--- config.mk ---
export PLATFORM = sky130hd
export DESIGN_NAME = sync_fifo_flag_timing
export DESIGN_NICKNAME = d
export VERILOG_FILES = /design/src/rtl/fifo_pkg.sv /design/src/rtl/fifo_store.sv /design/src/rtl/sync_fifo_flag_timing.sv
export SDC_FILE = /design/constraint.sdc
export NUM_CORES = 2
export LEC_CHECK = 0
export BUFFER_PORTS_ARGS = -buffer_cell sky130_fd_sc_hd__buf_2
export CORE_MARGIN = 8
export CORE_UTILIZATION = 24
export CTS_BUF_LIST = sky130_fd_sc_hd__clkbuf_2
export DETAILED_ROUTE_END_ITERATION = 12
export PLACE_DENSITY = 0.4
export SLEW_MARGIN = 0
export SYNTH_ARGS = -nofsm -noshare
export SYNTH_HDL_FRONTEND = slang
export SYNTH_HIERARCHICAL = 1
export SYNTH_MEMORY_MAX_BITS = 65536
export SYNTH_SLANG_ARGS = --single-unit
--- constraint.sdc ---
create_clock -name ref_clk -period 8.15 [get_ports ref_clk]
set_clock_uncertainty 0.2 [all_clocks]
set_input_delay 1.2225 -clock ref_clk [delete_from_list [all_inputs] [get_ports ref_clk]]
set_output_delay 1.2225 -clock ref_clk [all_outputs]
set_load 0.005 [all_outputs]
--- src/rtl/fifo_pkg.sv ---
package fifo_pkg;

	// ------------------------------------------------------------
	// Geometry
	// ------------------------------------------------------------
	localparam int           ADDR_W        = 8;
	localparam int           DATA_W        = 18;
	localparam int           COUNT_W       = 9;
	localparam logic [8:0]   DEPTH_WORDS   = 9'h0100;
	localparam logic [8:0]   COUNT_EMPTY   = 9'h0000;
	localparam logic [7:0]   LAST_LOCATION = 8'h00ff;
	localparam logic [7:0]   PTR_RESET     = 8'h0000;
	localparam logic [17:0]  DOUT_RESET    = 18'h0_0000;

	// ------------------------------------------------------------
	// Timing
	// ------------------------------------------------------------
	localparam int CLK_PERIOD_NS            = 10;
	localparam int RETRANSMIT_RECOVERY_TIME = 12;
	// Least time, rounded up to whole cycles
	localparam int RTR_CYCLES =
		(RETRANSMIT_RECOVERY_TIME + CLK_PERIOD_NS - 1) / CLK_PERIOD_NS;
	localparam logic [1:0] RTR_LOAD  = 2'(RTR_CYCLES);
	localparam logic [1:0] RTR_IDLE  = 2'h0;

	// ------------------------------------------------------------
	// Types
	// ------------------------------------------------------------
	typedef struct packed {
		logic full_flag_n;
		logic empty_flag_n;
		logic almost_empty_flag_n;
		logic almost_full_flag_n;
	} flags_t;

	typedef struct packed {
		logic [7:0]  wr_ptr;
		logic [7:0]  rd_ptr;
		logic [8:0]  count;
		logic [17:0] dout;
		logic        ae_sync_n;
		logic        af_sync_n;
		logic        wco;
		logic        rco;
		logic [1:0]  rtr_cnt;
	} state_t;

	localparam state_t STATE_RESET = '{
		wr_ptr:    PTR_RESET,
		rd_ptr:    PTR_RESET,
		count:     COUNT_EMPTY,
		dout:      DOUT_RESET,
		ae_sync_n: 1'b0,
		af_sync_n: 1'b1,
		wco:       1'b0,
		rco:       1'b0,
		rtr_cnt:   RTR_IDLE
	};

endpackage

--- src/rtl/fifo_store.sv ---
`timescale 1ns/1ps
`default_nettype none

// Word store: written on the clock, read through without a register
module fifo_store
	import fifo_pkg::*;
(
	input  wire logic              ref_clk,
	input  wire logic              wr_strobe,
	input  wire logic [7:0]        wr_addr,
	input  wire logic [17:0]       wr_word,
	input  wire logic [7:0]        rd_addr,
	output logic      [17:0]       rd_word
);

	logic [17:0] mem [0:255];

	// ------------------------------------------------------------
	// Storage
	// ------------------------------------------------------------
	// No reset on the array; contents are don't-care until written
	always_ff @(posedge ref_clk)
	begin
		if (wr_strobe)
		begin
			mem[wr_addr] <= wr_word;
		end
	end

	assign rd_word = mem[rd_addr];

endmodule

`default_nettype wire

--- src/rtl/sync_fifo_flag_timing.sv ---
`timescale 1ns/1ps
`default_nettype none

module sync_fifo_flag_timing
	import fifo_pkg::*;
(
	input  wire logic        ref_clk,
	input  wire logic        sys_rst,
	input  wire logic        wr_en,
	input  wire logic [17:0] wr_data,
	input  wire logic        rd_en,
	input  wire logic        out_enable_n,
	input  wire logic        sync_flag_select,
	input  wire logic        retransmit,
	input  wire logic [8:0]  ae_offset,
	input  wire logic [8:0]  af_offset,
	output logic      [17:0] rd_data,
	output logic             rd_data_oe,
	output flags_t           flags,
	output logic             write_cascade_out,
	output logic             read_cascade_out
);

	state_t      s;
	state_t      next_s;
	logic        do_wr;
	logic        do_rd;
	logic [17:0] store_word;
	logic        ae_now_n;
	logic        af_now_n;

	// ------------------------------------------------------------
	// Access qualification
	// ------------------------------------------------------------
	// Reads are held off while retransmit recovers so flags settle
	assign do_wr = wr_en && (s.count != DEPTH_WORDS);
	assign do_rd = rd_en && (s.count != COUNT_EMPTY)
		&& (s.rtr_cnt == RTR_IDLE) && !retransmit;

	fifo_store u_store (
		.ref_clk   (ref_clk),
		.wr_strobe (do_wr),
		.wr_addr   (s.wr_ptr),
		.wr_word   (wr_data),
		.rd_addr   (s.rd_ptr),
		.rd_word   (store_word)
	);

	// ------------------------------------------------------------
	// Almost thresholds
	// ------------------------------------------------------------
	// Low while fewer than n words remain
	assign ae_now_n = (s.count >= ae_offset);
	// Low once count reaches depth - m + 1
	assign af_now_n = (s.count <= 9'(DEPTH_WORDS - af_offset));

	// ------------------------------------------------------------
	// Next state
	// ------------------------------------------------------------
	always_comb
	begin
		next_s     = s;
		next_s.wco = 1'b0;
		next_s.rco = 1'b0;
		if (do_wr)
		begin
			next_s.wr_ptr = s.wr_ptr + 8'h0001;
			next_s.wco    = (s.wr_ptr == LAST_LOCATION);
		end
		if (do_rd)
		begin
			next_s.rd_ptr = s.rd_ptr + 8'h0001;
			next_s.dout   = store_word;
			next_s.rco    = (s.rd_ptr == LAST_LOCATION);
		end
		// One clock serves both ports, so the skew is always met
		case ({do_wr, do_rd})
			2'b10:   next_s.count = s.count + 9'h0001;
			2'b01:   next_s.count = s.count - 9'h0001;
			default: next_s.count = s.count;
		endcase
		// Registered flags lag the count by one edge
		next_s.ae_sync_n = ae_now_n;
		next_s.af_sync_n = af_now_n;
		if (s.rtr_cnt != RTR_IDLE)
		begin
			next_s.rtr_cnt = s.rtr_cnt - 2'h1;
		end
		// Rewind reads to the start; pointer offset sets the count
		if (retransmit)
		begin
			next_s.rd_ptr  = PTR_RESET;
			next_s.count   = {1'b0, next_s.wr_ptr};
			next_s.rtr_cnt = RTR_LOAD;
		end
	end

	// ------------------------------------------------------------
	// State register
	// ------------------------------------------------------------
	// Synchronous reset, so a running clock through reset is fine
	always_ff @(posedge ref_clk)
	begin
		if (sys_rst)
		begin
			s <= STATE_RESET;
		end
		else
		begin
			s <= next_s;
		end
	end

	// ------------------------------------------------------------
	// Outputs
	// ------------------------------------------------------------
	assign rd_data    = s.dout;
	assign rd_data_oe = !out_enable_n;
	assign flags.full_flag_n  = (s.count != DEPTH_WORDS);
	assign flags.empty_flag_n = (s.count != COUNT_EMPTY);
	// Select low picks the registered timing
	assign flags.almost_empty_flag_n =
		sync_flag_select ? ae_now_n : s.ae_sync_n;
	assign flags.almost_full_flag_n =
		sync_flag_select ? af_now_n : s.af_sync_n;
	assign write_cascade_out = s.wco;
	assign read_cascade_out  = s.rco;
endmodule

`default_nettype wire

==> flow_metrics.tcl <==
set metrics [dict create \
    status "complete, no violations" \
    worstSetupEndpointType "primary output" \
    synth.area.top_cells "edfxtp_1 77%, mux4_2 11%, mux2i_1 4.4%" \
    cts_buffers 1295 \
    gp_congestion 0.8244 \
    dr_total_vias 94880 \
    crit_type "register to primary output" \
    utilization 0.2742 \
    drt_wl_total_um 582200 \
    yosysWarnings 6 \
    synth_fp_nets 8701 \
    clk-insertion-delay-late_ns 2.35 \
    clkSinkCount 4657 \
    p_leak_nw 61.93 \
    start_util 0.2403 \
    synth-seq-area-share 0.7704 \
    relSlewSlack 0.05617 \
    ctsResizeCount 0 \
    cts_max_level 7 \
    grtUsageMet2 0.2328 \
    finalHoldViolations 0 \
    antenna_found_initial 26 \
    dieArea_mm2 0.7817 \
    wl_per_cell_um 28.16 \
    drc_errors 0 \
    avgSynthCellArea_um2 20.97 \
    die_x_um 884.1 \
    cts_setup_buffers 0 \
    finalSetupTns_ns 0 \
    rsz0062_at_grt "no" \
    synth.largest_area_cell "edfxtp_1" \
    grt_pass1_wl_um 794600 \
    drt_iter0_drc 9130 \
    setup_violations 0 \
    worstPathMaxFanout 5 \
    max_cap_viol_count 0 \
    use_met3 0.03449 \
    max_freq_ghz 0.1546 \
    grt_use_met1 0.1892 \
    post-route-period-util 0.7936 \
    final_antenna_net_count 0 \
    slew_violations 0 \
    instances_no_fill 20670 \
    grt_usage 0.1446 \
    required_ns 6.73 \
    synth_top_cell_area_share 0.7650 \
    io_buffers 67 \
    cts_buffer_depth 5 \
    synth_cell_types 66 \
    total_power_mw 43.41 \
    cts.hold.buffers_added 98 \
    syn_inst 8627 \
    synth_edf_count 4608 \
    grt_overflow 0 \
    firstDrtPassIters 6 \
    dp_cells 18440 \
    via_per_inst 4.590 \
    synthArstFlopShare 0 \
    hpwl_um 332900 \
    first_global_vias 98520 \
    pin_count 68 \
    grt_max_degree 165 \
    cp.arrival_ns 5.04 \
    cts_tree "done" \
    rows 319 \
    syn_to_final_growth_pct 14.12 \
    die_h_um 884.1 \
    max-vdd-ir-drop_uv 125.6 \
    ys.flop_type "edfxtp_1" \
    min_period_ns 6.467 \
    drive_above_1_share 0.3217 \
    fp.coreArea_mm2 0.7528 \
    min_path_type "register to register" \
    gr-max-usage-layer "met2" \
    synth_seq_cells 4657 \
    max_slew.worst_pin.slew_ns 1.416 \
    syn-cell-area_mm2 0.1809 \
    power_density_mw_per_mm2 210.3 \
    clk_pin_slew_ns 0.11 \
    crit_path_start_kind "register" \
    root_buffer "clkbuf_2" \
    nets 9959 \
]
## synthesized netlist by cell type, types with 28 or more instances
master	count
buf_1	35
nand3_1	28
buf_2	94
dfxtp_1	49
a22oi_1	51
clkbuf_1	236
o221ai_1	317
a21oi_1	224
nor2_1	319
mux2i_1	796
buf_4	51
o22ai_1	239
edfxtp_1	4608
nand2_1	136
mux4_2	864
nor3_1	168
ha_1	30
buf_6	87
nand4_1	34
## through the flow
step,hold slack [ns],setup slack (ns),cell area (um2)
floorplan,0.2223,3.759,180900
global placement,0.2348,2.454,194600
detailed placement,0.2493,2.566,194600
CTS,0.002079,1.231,206300
global route,0.04472,1.216,206400
finish,0.2650,1.683,206400
## cells in the final DEF (no fill, tap or decap), types with 9 or more instances in the layout
cell type      count
a21oi_1          224
a22o_1            19
a22oi_1           51
a31oi_1           22
buf_12            40
buf_16            17
buf_2             49
buf_4            285
buf_8             18
bufinv_16          9
clkbuf_2        1810
clkinv_1         218
clkinv_2          36
dfxtp_1           44
diode_2           42
dlygate4sd3_1     79
edfxtp_1        4608
ha_1              30
inv_1             18
inv_2             20
mux2i_1          796
mux4_2           864
nand2_1          133
nand3_1           17
nand3_2           11
nand4_1           34
nor2_1            97
nor2_2           130
nor2_4            93
nor2b_1           11
nor3_1           166
nor4_1            18
nor4_2            19
o211ai_1          13
o21ai_0           19
o221ai_1         317
o22ai_1          239
xnor2_1           15
xor2_1            11
## power breakdown
part / internal [mW] / switching, mW / leakage [nW]
Combinational: 0.372 / 0.900 / 11.9
Sequential: 26.3 / 0.0204 / 41.8
Clock: 6.16 / 9.65 / 8.21
## layer usage
| metal | wire (um) | part of all wire |
|---|---|---|
| met1 | 250200 | 0.43 |
| met2 | 277000 | 0.48 |
| met3 | 37860 | 0.065 |
| met4 | 17190 | 0.030 |
| met5 | 0 | 0 |
## state kept, by name, summed over array words and instances (netlist names)
register	flops
rd_data	18
read_cascade_out	1
s	29
u_store/mem	4608
write_cascade_out	1
## area by class of cell
type / instances / area, um2
Clock buffer: 1810 / 9059
Inverter: 23 / 105.1
Antenna cell: 42 / 105.1
Timing Repair Buffer: 488 / 4715
Fill cell: 75360 / 546400
Clock inverter: 282 / 1343
Multi-Input combinational cell: 3420 / 39260
Tap cell: 9951 / 12450
Sequential cell: 4657 / 139400
## path summary, 6_finish.rpt
kind	start	to	slack [ns]	cells after the start
worst max-delay path	s[24]	flags[0]	1.68	9
worst min-delay path	s[0]	s[0]	0.27	1
worst max register to register	s[35]	rd_data[7]	2.47	8
worst min register to register	s[0]	s[0]	0.27	1
## cells by family (layout without fill, tap and decap cells)
| group | count (synthesis) | count (layout) | share of synthesized area |
|---|---|---|---|
| adder cells (fa/ha/maj) | 31 | 31 | 0.002186 |
| AND/OR/NAND/NOR | 770 | 770 | 0.01987 |
| other | 0 | 42 | 0 |
| AO/OA/AOI/OAI | 930 | 930 | 0.03585 |
| buffers and inverters | 550 | 2603 | 0.01859 |
| multiplexers | 1663 | 1663 | 0.1518 |
| XOR/XNOR | 26 | 26 | 0.001259 |
| flip-flops | 4657 | 4657 | 0.7704 |
## critical path, stage by stage, from the launching register on
cell           delay (ns)
dfxtp_1              0.47
inv_1                0.16
ha_1                 0.31
nand2_1              0.04
dlygate4sd3_1        0.55
nor3_1               0.18
dlygate4sd3_1        0.60
a21oi_1              0.08
a21oi_1              0.17
buf_2                0.13
No activity file was read; power rests on OpenSTA's default activity.
